`src/shared/tgc_map.vh`:
```
// Register offsets, field positions and reset values of the MAC configuration fields.
// Summary of operation
// - Preamble keep bit passes received preamble onward
// - Bit 25 set skips length/type checks
// - Bit 24 set spares long control frames
// - Low half holds pause address upper bits
// - Transmit reset bit restores defaults, self-clears
// - Jumbo bit allows overlong transmit frames
// - In-band check sequence passed unchanged
// - Otherwise pad, compute and append sequence
// - Transmit enable defaults on, gates transmitter
// - VLAN frames sent only when enabled
// - WAN mode stretches gaps to SONET rate
// - Gap adjust samples delay at frame start
// - Gap adjust ignored while WAN mode set
// - Deficit idle count shortens some gaps
// - Without deficit count or gap adjust, stretch to alignment
// - Gap adjust clears deficit idle count bit unless WAN mode set
// - Custom preamble sent when bit 23 set
// - Pause request honoured when bit 30 set
// - Received pause suspends transmitter when enabled
// - Otherwise pause frames forwarded, transmitter unaffected
// - Receive/transmit changes apply in gaps; pause bits and transmit reset act at once
// - Words reached through management register bank
`ifndef TGC_MAP_VH
`define TGC_MAP_VH
`define TGC_ADDR_RX1        11'h404
`define TGC_ADDR_TX         11'h408
`define TGC_ADDR_FC         11'h40c
`define TGC_RX1_KEEP_PRE    26
`define TGC_RX1_LT_DIS      25
`define TGC_RX1_CTL_LEN_DIS 24
`define TGC_TX_RESET        31
`define TGC_TX_JUMBO        30
`define TGC_TX_INBAND       29
`define TGC_TX_ENABLE       28
`define TGC_TX_VLAN         27
`define TGC_TX_WAN          26
`define TGC_TX_IFG_ADJ      25
`define TGC_TX_DIC          24
`define TGC_TX_KEEP_PRE     23
`define TGC_FC_TX_EN        30
`define TGC_FC_RX_EN        29
`define TGC_RX1_MASK        32'h0700ffff
`define TGC_TX_MASK         32'h7f800000
`define TGC_FC_MASK         32'h60000000
`define TGC_RX1_RESET       32'h00000000
`define TGC_TX_RESET_VAL    32'h10000000
`define TGC_FC_RESET        32'h60000000
`endif

```
`src/tgc_apply.v`:
```
// Holds a shadow copy of a configuration word, updated in a gap or on a forced load.
`timescale 1ns/1ns
module tgc_apply #(
  parameter [31:0] RESET_VAL = 32'h00000000
) (
  input  wire        ref_clk,
  input  wire        reset,
  input  wire        force_load,
  input  wire        in_gap,
  input  wire [31:0] staged,
  output reg  [31:0] active
);
  // A change mid-frame would corrupt the frame, so it waits for a gap.
  always @(posedge ref_clk) begin
    if (reset) begin
      active <= RESET_VAL;
    end else if (force_load || in_gap) begin
      active <= staged;
    end
  end
endmodule

```
`src/tgc_config.v`:
```
// Configuration register bank for the MAC receive, transmit and pause logic.
`timescale 1ns/1ns
`include "tgc_map.vh"
module tgc_config (
  input  wire        ref_clk,
  input  wire        reset,
  input  wire [10:0] host_addr,
  input  wire        host_wr,
  input  wire        host_rd,
  input  wire [31:0] host_wdata,
  output reg  [31:0] host_rdata,
  output reg         host_rd_valid,
  input  wire        rx_in_gap,
  input  wire        tx_in_gap,
  input  wire        pause_req,
  input  wire        pause_frame_rx,
  output reg         rx_keep_preamble,
  output reg         rx_len_type_check,
  output reg         rx_ctl_len_check,
  output reg  [15:0] pause_addr_upper,
  output reg         tx_soft_reset,
  output reg         tx_jumbo,
  output reg         tx_inband_fcs,
  output reg         tx_pad_and_fcs,
  output reg         tx_run,
  output reg         tx_vlan_allow,
  output reg         tx_wan_mode,
  output reg         tx_ifg_adjust,
  output reg         tx_deficit_idle,
  output reg         tx_stretch_align,
  output reg         tx_custom_preamble,
  output reg         pause_send,
  output reg         pause_suspend_tx,
  output reg         pause_forward
);
  reg  [31:0] rx1_staged;
  reg  [31:0] tx_staged;
  reg  [31:0] fc_staged;
  reg         tx_rst_pend;
  wire [31:0] rx1_act;
  wire [31:0] tx_act;
  wire [31:0] tx_view;
  wire [31:0] next_tx;
  wire        wr_rx1;
  wire        wr_tx;
  wire        wr_fc;
  wire        adj_eff;

  assign wr_rx1 = host_wr && (host_addr == `TGC_ADDR_RX1);
  assign wr_tx  = host_wr && (host_addr == `TGC_ADDR_TX);
  assign wr_fc  = host_wr && (host_addr == `TGC_ADDR_FC);

  // Gap adjust without WAN mode forces the deficit count bit off so it also reads back zero.
  assign next_tx = (host_wdata[`TGC_TX_IFG_ADJ] &&
                    !host_wdata[`TGC_TX_WAN]) ?
                   (host_wdata & `TGC_TX_MASK &
                    ~(32'h00000001 << `TGC_TX_DIC)) :
                   (host_wdata & `TGC_TX_MASK);

  always @(posedge ref_clk) begin
    if (reset) begin
      rx1_staged  <= `TGC_RX1_RESET;
      tx_staged   <= `TGC_TX_RESET_VAL;
      fc_staged   <= `TGC_FC_RESET;
      tx_rst_pend <= 1'b0;
    end else begin
      tx_rst_pend <= 1'b0;
      if (wr_rx1) begin
        rx1_staged <= host_wdata & `TGC_RX1_MASK;
      end
      if (wr_fc) begin
        fc_staged <= host_wdata & `TGC_FC_MASK;
      end
      if (wr_tx && host_wdata[`TGC_TX_RESET]) begin
        // The reset bit is never stored, so it reads back as cleared.
        tx_staged   <= `TGC_TX_RESET_VAL;
        tx_rst_pend <= 1'b1;
      end else if (wr_tx) begin
        tx_staged <= next_tx;
      end
    end
  end

  tgc_apply #(
    .RESET_VAL (`TGC_RX1_RESET)
  ) u_rx1 (
    .ref_clk    (ref_clk),
    .reset      (reset),
    .force_load (1'b0),
    .in_gap     (rx_in_gap),
    .staged     (rx1_staged),
    .active     (rx1_act)
  );

  tgc_apply #(
    .RESET_VAL (`TGC_TX_RESET_VAL)
  ) u_tx (
    .ref_clk    (ref_clk),
    .reset      (reset),
    .force_load (tx_rst_pend),
    .in_gap     (tx_in_gap),
    .staged     (tx_staged),
    .active     (tx_act)
  );

  always @(posedge ref_clk) begin
    if (reset) begin
      host_rdata    <= 32'h00000000;
      host_rd_valid <= 1'b0;
    end else begin
      host_rd_valid <= host_rd;
      case (host_addr)
        `TGC_ADDR_RX1: host_rdata <= rx1_staged;
        `TGC_ADDR_TX:  host_rdata <= tx_staged;
        `TGC_ADDR_FC:  host_rdata <= fc_staged;
        default:       host_rdata <= 32'h00000000;
      endcase
    end
  end

  always @(posedge ref_clk) begin
    if (reset) begin
      rx_keep_preamble   <= 1'b0;
      rx_len_type_check  <= 1'b1;
      rx_ctl_len_check   <= 1'b1;
      pause_addr_upper   <= 16'h0000;
      tx_soft_reset      <= 1'b0;
      tx_jumbo           <= 1'b0;
      tx_inband_fcs      <= 1'b0;
      tx_pad_and_fcs     <= 1'b1;
      tx_run             <= 1'b1;
      tx_vlan_allow      <= 1'b0;
      tx_wan_mode        <= 1'b0;
      tx_ifg_adjust      <= 1'b0;
      tx_deficit_idle    <= 1'b0;
      tx_stretch_align   <= 1'b1;
      tx_custom_preamble <= 1'b0;
      pause_send         <= 1'b0;
      pause_suspend_tx   <= 1'b0;
      pause_forward      <= 1'b0;
    end else begin
      rx_keep_preamble  <= rx1_act[`TGC_RX1_KEEP_PRE];
      rx_len_type_check <= !rx1_act[`TGC_RX1_LT_DIS];
      rx_ctl_len_check  <= !rx1_act[`TGC_RX1_CTL_LEN_DIS];
      pause_addr_upper  <= rx1_act[15:0];
      tx_soft_reset     <= tx_rst_pend;
      tx_jumbo          <= tx_view[`TGC_TX_JUMBO];
      tx_inband_fcs     <= tx_view[`TGC_TX_INBAND];
      tx_pad_and_fcs    <= !tx_view[`TGC_TX_INBAND];
      tx_run            <= tx_view[`TGC_TX_ENABLE];
      tx_vlan_allow     <= tx_view[`TGC_TX_VLAN];
      tx_wan_mode       <= tx_view[`TGC_TX_WAN];
      tx_ifg_adjust     <= adj_eff;
      tx_deficit_idle   <= tx_view[`TGC_TX_DIC] && !adj_eff;
      tx_stretch_align  <= !tx_view[`TGC_TX_DIC] && !adj_eff;
      tx_custom_preamble <= tx_view[`TGC_TX_KEEP_PRE];
      // Pause bits act at once; they do not shape frames in flight.
      pause_send        <= pause_req && fc_staged[`TGC_FC_TX_EN];
      pause_suspend_tx  <= pause_frame_rx &&
                           fc_staged[`TGC_FC_RX_EN];
      pause_forward     <= pause_frame_rx &&
                           !fc_staged[`TGC_FC_RX_EN];
    end
  end

  // Defaults show in the same cycle as the reset pulse, not one later.
  assign tx_view = tx_rst_pend ? `TGC_TX_RESET_VAL : tx_act;
  assign adj_eff = tx_view[`TGC_TX_IFG_ADJ] && !tx_view[`TGC_TX_WAN];
endmodule

```
`config.mk`:
```
export PLATFORM = sky130hd
export DESIGN_NAME = tgc_config
export DESIGN_NICKNAME = d
export VERILOG_FILES = /design/src/tgc_apply.v /design/src/tgc_config.v
export VERILOG_INCLUDE_DIRS = /design/src /design/src/shared
export SDC_FILE = /design/constraint.sdc
export NUM_CORES = 1
export LEC_CHECK = 0
export ABC_AREA = 1
export BUFFER_PORTS_ARGS = -buffer_cell sky130_fd_sc_hd__buf_2
export CORE_UTILIZATION = 45
export CTS_CLUSTER_SIZE = 8
export DETAILED_ROUTE_END_ITERATION = 8
export PLACE_DENSITY = 0.71
export SYNTH_ARGS = -nofsm -noshare
export SYNTH_HDL_FRONTEND = slang
export SYNTH_SLANG_ARGS = --single-unit
export TNS_END_PERCENT = 50
```
`constraint.sdc`:
```
create_clock -name ref_clk -period 3.5 [get_ports ref_clk]
set_clock_uncertainty 0.15 [all_clocks]
set_input_delay 0.525 -clock ref_clk [delete_from_list [all_inputs] [get_ports ref_clk]]
set_output_delay 0.525 -clock ref_clk [all_outputs]
set_load 0.03 [all_outputs]
```
Word level (Yosys, flattened, before mapping)
Index checks and enable logic that the tools add are counted.
{"block": "word_totals", "ramBits": 0, "n_memories": 0, "out_inout_bits": 66, "mem_bits_ro": 0, "latch_bits": 0, "elab_cells": 55, "regBits": 169}
{"block": "op_classes", "n_div": 0, "muxes": 4, "magnitude_cmp": 0, "eq_ne": 3, "bitwise_logic": 0, "n_shift": 0, "reduce_logical": 22, "mul": 0, "add_sub_neg": 0}
{"cell": "$pmux 31 s3", "n": 1}
{"cell": "$eq 11x11->1 const B", "n": 3}
{"cell": "$mux 30", "n": 1}
{"cell": "$mux 25", "n": 1}
{"cell": "$logic_and 1x1->1", "n": 11}
{"cell": "$logic_not 1->1", "n": 8}
{"cell": "$reduce_or 2->1", "n": 2}
{"cell": "$logic_or 1x1->1", "n": 1}
{"cell": "$mux 1", "n": 1}

Depth between registers and ports, before layout
Gate-level depths: netlist of run 1.
{"block": "depth", "ltp_word": 5, "mapped_depth": 9}

Hierarchy
A second synthesis of run 1 with hierarchy kept.
{"block": "unflattened", "hier_cells": 782, "hier_area_um2": 5706.7}
{"mod": "tgc_config", "instances": 1, "seq_area_each_um2": 1761.7, "cells_per_inst": 378, "area_each_um2": 3042.9}
{"mod": "tgc_apply at u_rx1", "instances": 1, "seq_area_each_um2": 640.6, "cells_per_inst": 203, "area_each_um2": 1333.8}
{"mod": "tgc_apply at u_tx", "instances": 1, "seq_area_each_um2": 640.6, "cells_per_inst": 201, "area_each_um2": 1330.0}

Worst setup path after synthesis of run 1
No wires, ideal clock.
{"block": "synth_timing", "path_type": "in2reg", "start": "input port host_addr[0]", "end": "register rx1_staged[0]", "arrival_time_ns": 1.356, "path_slack_ns": 1.881, "stages": 8, "path_buffers": 2, "cell_sequence": "inv_1 > nand2_1 > nor2_4 > nand3_1 > buf_2 > buf_4 > nor2_1 > nor2_1"}
{"block": "synth_between", "elab_chain_cells": 2}
{"element": "from (decl)", "line": "tgc_config.v:7", "text": "input wire [10:0] host_addr,"}
{"element": "$eq 11x11->1"}
{"element": "$logic_and 1x1->1", "line": "tgc_config.v:49", "text": "assign wr_rx1 = host_wr && (host_addr == `TGC_ADDR_RX1);"}
{"element": "to (signal assigned)", "line": "tgc_config.v:62", "text": "rx1_staged <= `TGC_RX1_RESET;"}
{"element": "to (signal assigned)", "line": "tgc_config.v:69", "text": "rx1_staged <= host_wdata & `TGC_RX1_MASK;"}
{"element": "to (decl)", "line": "tgc_config.v:36", "text": "reg [31:0] rx1_staged;"}
Every way passes these cells.
A chain may end at the register's enable or synchronous reset.

Final worst setup path of run 1
{"block": "layout_timing", "start": "register rx_keep_preamble", "end": "output port rx_keep_preamble"}
{"element": "from (decl)", "line": "tgc_config.v:17", "text": "output reg rx_keep_preamble,"}
{"element": "from (signal assigned)", "line": "tgc_config.v:142", "text": "rx_keep_preamble <= rx1_act[`TGC_RX1_KEEP_PRE];"}
No word-level cell between the ends.

==> results.cfg, run 1 <==
[sta]
max_slew_margin = 0.534
slew_violations = 0
finalHoldViolations = 0
setup_violations = 0
max_freq_mhz = 589
worstMarginPinSlew_ns = 0.697
tns_ns = 0
min_period_ns = 1.70
timing.final.crit_share = 0.485
rsz0062_at_grt = false

[setup_path]
cp_cell_sequence = buf_2
path_class = flop to output port
start_kind = flop
crit_family = flip-flops
cp-end-kind = output port
cp.arrival_ns = 1.02
critPathSlowestCell = dfxtp_1
slowest_delay_ns = 0.33
path_max_fanout = 1
cp_num_buf_inv = 1
worst_ep_required_time_ns = 2.82

[global_route]
grt_pass1_wl_mm = 12.8
top_usage_layer = met2
met1_usage = 0.226
grt_use_total = 0.188
met3_usage = 0.0692
grt_pass1_vias = 2848
grt_overflow = 0
gr-usage-met2 = 0.306
grt_max_degree = 45
antenna_found_initial = 0

[status]
status = complete, no violations

[synth]
synthAdderAreaFrac = 0
yosysSeqAreaShare = 0.596
postSynthCellCount = 471
syn_area_um2 = 3860
synth_top_family_by_area = simple AND/OR/NAND/NOR gates
ys_types = 25
yosys.area.top_type_share = 0.596
muxShareOfSynthArea = 0
synth_xor_area_frac = 0
syn_avg_cell_area_um2 = 8.21
yosys_warnings = 0
ys_top_cells_by_area = dfxtp_1, nor2_1, nand2_1
synth_compound_area_frac = 0.0893
synth-seq-cells = 115
yosysTopAreaCell = dfxtp_1
synthSimpleGateAreaFrac = 0.209

[final_layout]
multi_input_area_um2 = 1180
layout_commonest_cell = dfxtp_1
layout-drive-gt1-share = 0.248
syn_to_final_growth_pct = 27.7
antenna-diode-count = 0
layout.area.seq_um2 = 2300
layout_common_cells = dfxtp_1, buf_2, nor2_1, nand2_1, inv_1
final_nets = 622
fill_cells = 752

[clock_tree]
cts_root_buffer = clkbuf_8
clk_latency_ns = 0.50
clockBufferDepth = 2
cts-resized-gates = 0
cts_setup_buffers = 0
tritoncts = yes
cts.sinks = 115
cts-hold-fix-buffers = 0
htree_num_levels = 4
cts_made_buffers = 17
clk_pin_slew_ns = 0.06

[floorplan]
dieArea_um2 = 8960
die_h_um = 94.7
start_util = 0.468
io_pins = 117
core_region_area_um2 = 8260
die_w_um = 94.7
num_rows = 33

[routing]
wl_per_cell_um = 11.3
ant_nets = 0
first_iter_violations = 131
vias = 3174
drc = 0
routed_wl_mm = 7.80
dr.pass1.iters = 4
drt-vias-per-instance = 4.61

[power_and_ir_drop]
net-switching-power_uw = 731
comb_power_share = 0.048
swShare = 0.239
ir_drop_mv = 0.367
seqPwrFrac = 0.441
clkPwrFrac = 0.511
power_density_nw_per_um2 = 619
p_leak_nw = 2.37
finalPower_mw = 3.06
p_int_mw = 2.32

[placed_design]
place.gp.congestion = 0.731
io_buffers = 101
hpwl_mm = 5.01

[run]
maxCapViolCount = 0

[min_path]
hp-class = input pin to flop
## metal layers
metal / wire length (um) / vias to the layer above
met2: 3720 / 97
met1: 3560 / 1424
li1: - / 1651
met5: 0 / -
met4: 46 / 0
met3: 468 / 2
## tightest hold or removal path, delay by kind of cell
kind | cells | cell delay, ns
buffers and inverters | 2 | 0.11
AND/OR/NAND/NOR | 1 | 0.06
## cells by family (layout without fill, tap and decap cells)
family / after synthesis / after routing
and+or+nand+nor: 194 / 194
other: 1 / 8
buffers and inverters: 93 / 199
AOI/OAI and AO/OA: 68 / 68
DFF: 115 / 115
## flip-flops by register name, indices dropped and copies added, names as in the netlist, 2 cells and up
signal,cells
u_tx.active,8
tx_staged,8
host_rdata,24
fc_staged,2
rx1_staged,19
pause_addr_upper,16
u_rx1.active,19
## path summary, 6_finish.rpt
| path | endpoint | slack, ns | start | depth (start not counted) |
|---|---|---|---|---|
| worst min-delay path | host_rd_valid$_SDFF_PP0_ | 0.09 | host_rd | 3 |
| worst max register to register | u_tx.active[25]$_SDFFE_PP0P_ | 1.86 | tx_rst_pend$_SDFF_PP0_ | 4 |
| worst min register to register | rx_len_type_check$_SDFF_PP1_ | 0.24 | u_rx1.active[25]$_SDFFE_PP0P_ | 1 |
| worst max-delay path | rx_keep_preamble | 1.80 | rx_keep_preamble$_SDFF_PP0_ | 1 |
## cell usage after synthesis
library cell / n
nand2_1: 70
nand3_2: 1
a21oi_1: 34
nor3_1: 18
nand3_1: 11
nand2_2: 2
inv_2: 2
nand4_1: 8
and2_1: 1
nor2_4: 1
nor2_1: 81
buf_1: 3
a21boi_0: 1
dfxtp_1: 115
o21ai_1: 4
inv_1: 58
clkinv_1: 1
buf_6: 2
buf_4: 10
or2_2: 1
buf_2: 3
conb_1: 1
o21ai_0: 28
clkbuf_1: 14
a211oi_1: 1
## power by group through the flow
stage	Combinational (mW)	Sequential, mW	Clock, mW
final	0.146	1.35	1.56
after global routing	0.162	1.35	1.65
after CTS	0.147	1.35	1.58
after detailed placement	0.146	1.38	0
after global placement	0.144	1.37	0
after floorplan	0.0752	1.40	0
## final cells by class
cell class / instances / share of cell area
Sequential cell: 115 / 0.466
Multi-Input combinational cell: 270 / 0.240
Timing Repair Buffer: 106 / 0.110
Clock buffer: 17 / 0.0839
Inverter: 61 / 0.0464
Clock inverter: 15 / 0.0271
Tap cell: 105 / 0.0266
## per-stage QoR
step,util,hold WS [ns],setup slack (ns),cells,instance area (um2)
5_1_grt,0.598,0.0779,1.75,689,4940
4_1_cts,0.598,0.0579,1.77,689,4940
3_3_place_gp,0.532,0.226,1.54,657,4390
2_1_floorplan,-,0.213,1.88,478,3890
3_5_place_dp,0.532,0.221,1.53,657,4390
6_report,0.598,0.0853,1.80,689,4940
No activity file was read; power rests on OpenSTA's default activity.
==> run 2, diff against run 1 <==
==> constraint.sdc (replaced) <==
create_clock -name ref_clk -period 1.6 [get_ports ref_clk]
set_clock_uncertainty 0.15 [all_clocks]
set_input_delay 0.24 -clock ref_clk [delete_from_list [all_inputs] [get_ports ref_clk]]
set_output_delay 0.24 -clock ref_clk [all_outputs]
set_load 0.03 [all_outputs]
==> results.cfg, run 2 (synthesized netlist as in run 1, its figures left out) <==
[final_layout]
layout-drive-gt1-share = 0.250
regMostFlops = host_rdata
fin_area_um2 = 5450
top_regs = host_rdata (24), rx1_staged (19), u_rx1.active (19)
final_nets = 670
syn_to_final_growth_pct = 41.1
layout_common_cells = dfxtp_1, buf_2, nor2_1, nand2_1, inv_1
antenna-diode-count = 0
layout_commonest_cell = dfxtp_1
largest_register_ffs = 24
final_util = 0.660

[floorplan]
start_util = 0.468
die_h_um = 94.7
io_pins = 117
die_w_um = 94.7
core_region_area_um2 = 8260
num_rows = 33
dieArea_um2 = 8960

[sta]
rsz0062_at_grt = false
whs_ns = 0.0211
timing.final.crit_share = 0.956
max_slew_margin = 0.619
tns_ns = 0
setup_violations = 0
slew_violations = 0
worstMarginPinSlew_ns = 0.572
max_freq_mhz = 654
min_period_ns = 1.53
finalHoldViolations = 0

[status]
status = complete, no violations

[setup_path]
slowest_delay_ns = 0.56
path_max_fanout = 7
critPathSlowestCell = dlygate4sd3_1
cp_num_buf_inv = 4
cp.arrival_ns = 1.83
crit_top_cell = dlygate4sd3_1
crit_family = buffers and inverters
cp-end-kind = flop
path_class = input pin to flop
start_kind = input pin
worst_ep_required_time_ns = 1.90
cp_cell_sequence = dlygate4sd3_1, buf_2, buf_4, nor2_1, dlygate4sd3_1
rrSetupSlack_ns = 0.23

[clock_tree]
cts_made_buffers = 17
cts_root_buffer = clkbuf_8
clk_latency_ns = 0.51
htree_num_levels = 4
clockBufferDepth = 2
tritoncts = yes
cts.sinks = 115
clk_pin_slew_ns = 0.05

[global_route]
grt_max_degree = 41
grt_overflow = 0
antenna_found_initial = 0
grt_pass1_wl_mm = 13.2
grt_pass1_vias = 2971
grt_use_total = 0.196

[placed_design]
io_buffers = 101
placed_cell_area_um2 = 4480
hpwl_mm = 5.29
place.gp.congestion = 0.772

[power_and_ir_drop]
power_density_nw_per_um2 = 1280
p_leak_nw = 2.62
finalPower_mw = 6.99
ir_drop_mv = 0.613

[routing]
first_iter_violations = 96
dr.pass1.iters = 4
wl_per_cell_um = 11.5
vias = 3391
routed_wl_mm = 8.48
ant_nets = 0
drt-vias-per-instance = 4.60
drc = 0

[run]
maxCapViolCount = 0

[min_path]
hp-class = input pin to flop
run 2: report_power, final:
part	internal [mW]	total, mW	switching (mW)
Clock	2.36	3.64	1.28
Sequential	2.93	2.95	0.0220
Combinational	0.163	0.401	0.238
run 2: layout make-up:
type / instances / area (um2)
Tap cell: 105 / 131
Sequential cell: 115 / 2300
Clock inverter: 14 / 164
Multi-Input combinational cell: 270 / 1190
Timing Repair Buffer: 154 / 1020
Fill cell: 721 / 2810
Inverter: 61 / 229
Clock buffer: 18 / 418
run 2: worst min-delay path, cell delays in order:
cell and delay, ns:
buf_2 0.12, nand2_1 0.06, nor2_1 0.07, nand3_1 0.09, a21oi_1 0.06
run 2: stage by stage:
stage | cells | worst slack, ns
after global placement | 666 | 0.0479
after global routing | 737 | 0.0182
after detailed placement | 666 | 0.000538
final | 737 | 0.0699
after CTS | 733 | 0.105
after floorplan | 478 | 0.266
run 2: what timing repair did:
item	in CTS	in global routing
hold buffers	35	0
gates resized for setup	0	4
setup endpoints to repair	0	1
buffers inserted	0	4
endpoints found under the hold margin	39	0
run 2: path summary, 6_finish.rpt:
kind,from,endpoint,depth (start not counted)
setup reg to reg,fc_staged[29]$_SDFFE_PP1P_,pause_suspend_tx$_SDFF_PP0_,3
hold / removal,host_addr[2],host_rdata[29]$_SDFF_PP0_,5
hold reg to reg,u_rx1.active[25]$_SDFFE_PP0P_,rx_len_type_check$_SDFF_PP1_,1
setup / recovery,reset,pause_suspend_tx$_SDFF_PP0_,5
run 2: routing by layer:
layer	share of wire	global-route usage	wire length, um
met5	0	0	0
met4	0.022	0.110	189
met3	0.048	0.0483	405
met2	0.47	0.312	4010
met1	0.46	0.241	3880
==> run 3, diff against run 2 <==
--- a/config.mk
+++ b/config.mk
@@ -8,10 +8,12 @@
 export LEC_CHECK = 0
 export ABC_AREA = 1
 export BUFFER_PORTS_ARGS = -buffer_cell sky130_fd_sc_hd__buf_2
+export CORE_ASPECT_RATIO = 0.5
 export CORE_UTILIZATION = 45
 export CTS_CLUSTER_SIZE = 8
 export DETAILED_ROUTE_END_ITERATION = 8
 export PLACE_DENSITY = 0.71
+export SETUP_SLACK_MARGIN = 0.1
 export SYNTH_ARGS = -nofsm -noshare
 export SYNTH_HDL_FRONTEND = slang
 export SYNTH_SLANG_ARGS = --single-unit
==> results.cfg, run 3 (synthesized netlist as in run 1, its figures left out) <==
[clock_tree]
clk_pin_slew_ns = 0.05
clk_latency_ns = 0.40
clockBufferDepth = 2
htree_num_levels = 4
cts-resized-gates = 0
cts_setup_buffers = 0
cts.sinks = 115
tritoncts = yes
cts_root_buffer = clkbuf_16
cts-hold-fix-buffers = 30
cts_made_buffers = 17

[power_and_ir_drop]
swShare = 0.205
p_leak_nw = 2.61
power_density_nw_per_um2 = 1330
p_int_mw = 5.76
ir_drop_mv = 0.874
seqPwrFrac = 0.407
comb_power_share = 0.055
net-switching-power_mw = 1.48
clkPwrFrac = 0.538

[setup_path]
crit_top_cell = dlygate4sd3_1
start_kind = input pin
path_max_fanout = 1
path_class = input pin to flop
worstSetupStartpoint = pause_req
cp.arrival_ns = 1.51
worst_ep_required_time_ns = 1.74
cp_cell_sequence = dlygate4sd3_1, buf_2, nand2_1, nor2_1, dlygate4sd3_1
critPathSlowestCell = dlygate4sd3_1
slowest_delay_ns = 0.54
cp-end-kind = flop
r2r-start = fc_staged[30]$_SDFFE_PP1P_

[placed_design]
place.gp.congestion = 0.814
io_buffers = 101
hpwl_mm = 5.01
post-place-ws_ns = 0.0508

[routing]
vias = 3262
drc = 0
drt-vias-per-instance = 4.43
routed_wl_mm = 8.27
dr.pass1.iters = 4
first_iter_violations = 181
wl_per_cell_um = 11.2
ant_nets = 0

[global_route]
grt_max_degree = 43
grt_use_total = 0.201
grt_pass1_vias = 2962
grt_pass1_wl_mm = 13.7
grt_overflow = 0
antenna_found_initial = 0

[final_layout]
antenna-diode-count = 0
top_regs = host_rdata (24), rx1_staged (19), u_rx1.active (19)
fill_cells = 687
layout.area.seq_um2 = 2300
regMostFlops = host_rdata
layout_commonest_cell = dfxtp_1
layout_common_cells = dfxtp_1, buf_2, nor2_1, nand2_1, inv_1
multi_input_area_um2 = 1180
largest_register_ffs = 24
layout-drive-gt1-share = 0.244
final_nets = 662
syn_to_final_growth_pct = 40.8

[sta]
setup_violations = 0
rsz0062_at_grt = false
tns_ns = 0
timing.final.crit_share = 0.857
slew_violations = 0
max_freq_mhz = 730
min_period_ns = 1.37
finalHoldViolations = 0
fin_ws_ns = 0.229
whs_ns = 0.0320

[floorplan]
io_pins = 117
core_region_area_um2 = 8170
num_rows = 23
dieArea_um2 = 8990
die_h_um = 67.5
start_util = 0.473
die_w_um = 133

[status]
status = complete, no violations

[min_path]
hp-class = input pin to flop
hp-start = reset

[run]
maxCapViolCount = 0
==> run 3: changes by cell type in the layout (fill, tap and decap cells not counted) <==
cell	before	now
clkbuf_1	1	3
buf_12	2	4
bufinv_16	3	4
clkinvlp_4	3	2
clkinv_2	5	4
dlygate4sd3_1	35	30
buf_2	100	101
buf_4	16	11
clkbuf_16	16	17
buf_6	1	0
nor2_1	80	81
nor2_2	1	0
clkinv_4	3	0
clkbuf_8	1	2
==> run 3: metrics by stage <==
| stage | power (mW) | cell area (um2) | std cells | util |
|---|---|---|---|---|
| after floorplan | 3.23 | 3890 | 478 | - |
| after global placement | 3.34 | 4520 | 674 | 0.553 |
| after detailed placement | 3.34 | 4520 | 674 | 0.553 |
| after CTS | 7.31 | 5440 | 736 | 0.666 |
| after global routing | 7.50 | 5440 | 736 | 0.666 |
| final | 7.25 | 5440 | 736 | 0.666 |
==> run 3: final timing paths <==
check,to,slack (ns),cells past startpoint
max,pause_send$_SDFF_PP0_,0.23,5
min,host_rdata[28]$_SDFF_PP0_,0.03,2
min reg2reg,rx_ctl_len_check$_SDFF_PP1_,0.23,1
max reg2reg,pause_send$_SDFF_PP0_,0.39,3
==> run 3: layout make-up <==
| class | count | area share |
|---|---|---|
| Tap cell | 112 | 0.0257 |
| Multi-Input combinational cell | 270 | 0.217 |
| Inverter | 61 | 0.0421 |
| Clock inverter | 10 | 0.0285 |
| Sequential cell | 115 | 0.423 |
| Timing Repair Buffer | 146 | 0.178 |
| Clock buffer | 22 | 0.0853 |
==> run 3: power groups by stage <==
stage	Clock, mW	Combinational (mW)	Sequential [mW]
2_1_floorplan	0	0.164	3.06
3_3_place_gp	0	0.334	3.01
3_5_place_dp	0	0.337	3.01
4_1_cts	3.96	0.396	2.95
5_1_grt	4.11	0.436	2.95
6_report	3.90	0.395	2.95
==> run 3: worst max-delay path, delay by kind of cell <==
kind                   cells  cell delay, ns
buffers and inverters      3            1.18
and+or+nand+nor            2            0.08
==> run 3: layer usage <==
layer / vias to the layer above / track usage / share of wire
li1: 1726 / - / -
met1: 1449 / 0.243 / 0.48
met2: 73 / 0.336 / 0.46
met3: 14 / 0.0616 / 0.040
met4: 0 / 0.0934 / 0.015
met5: - / 0 / 0
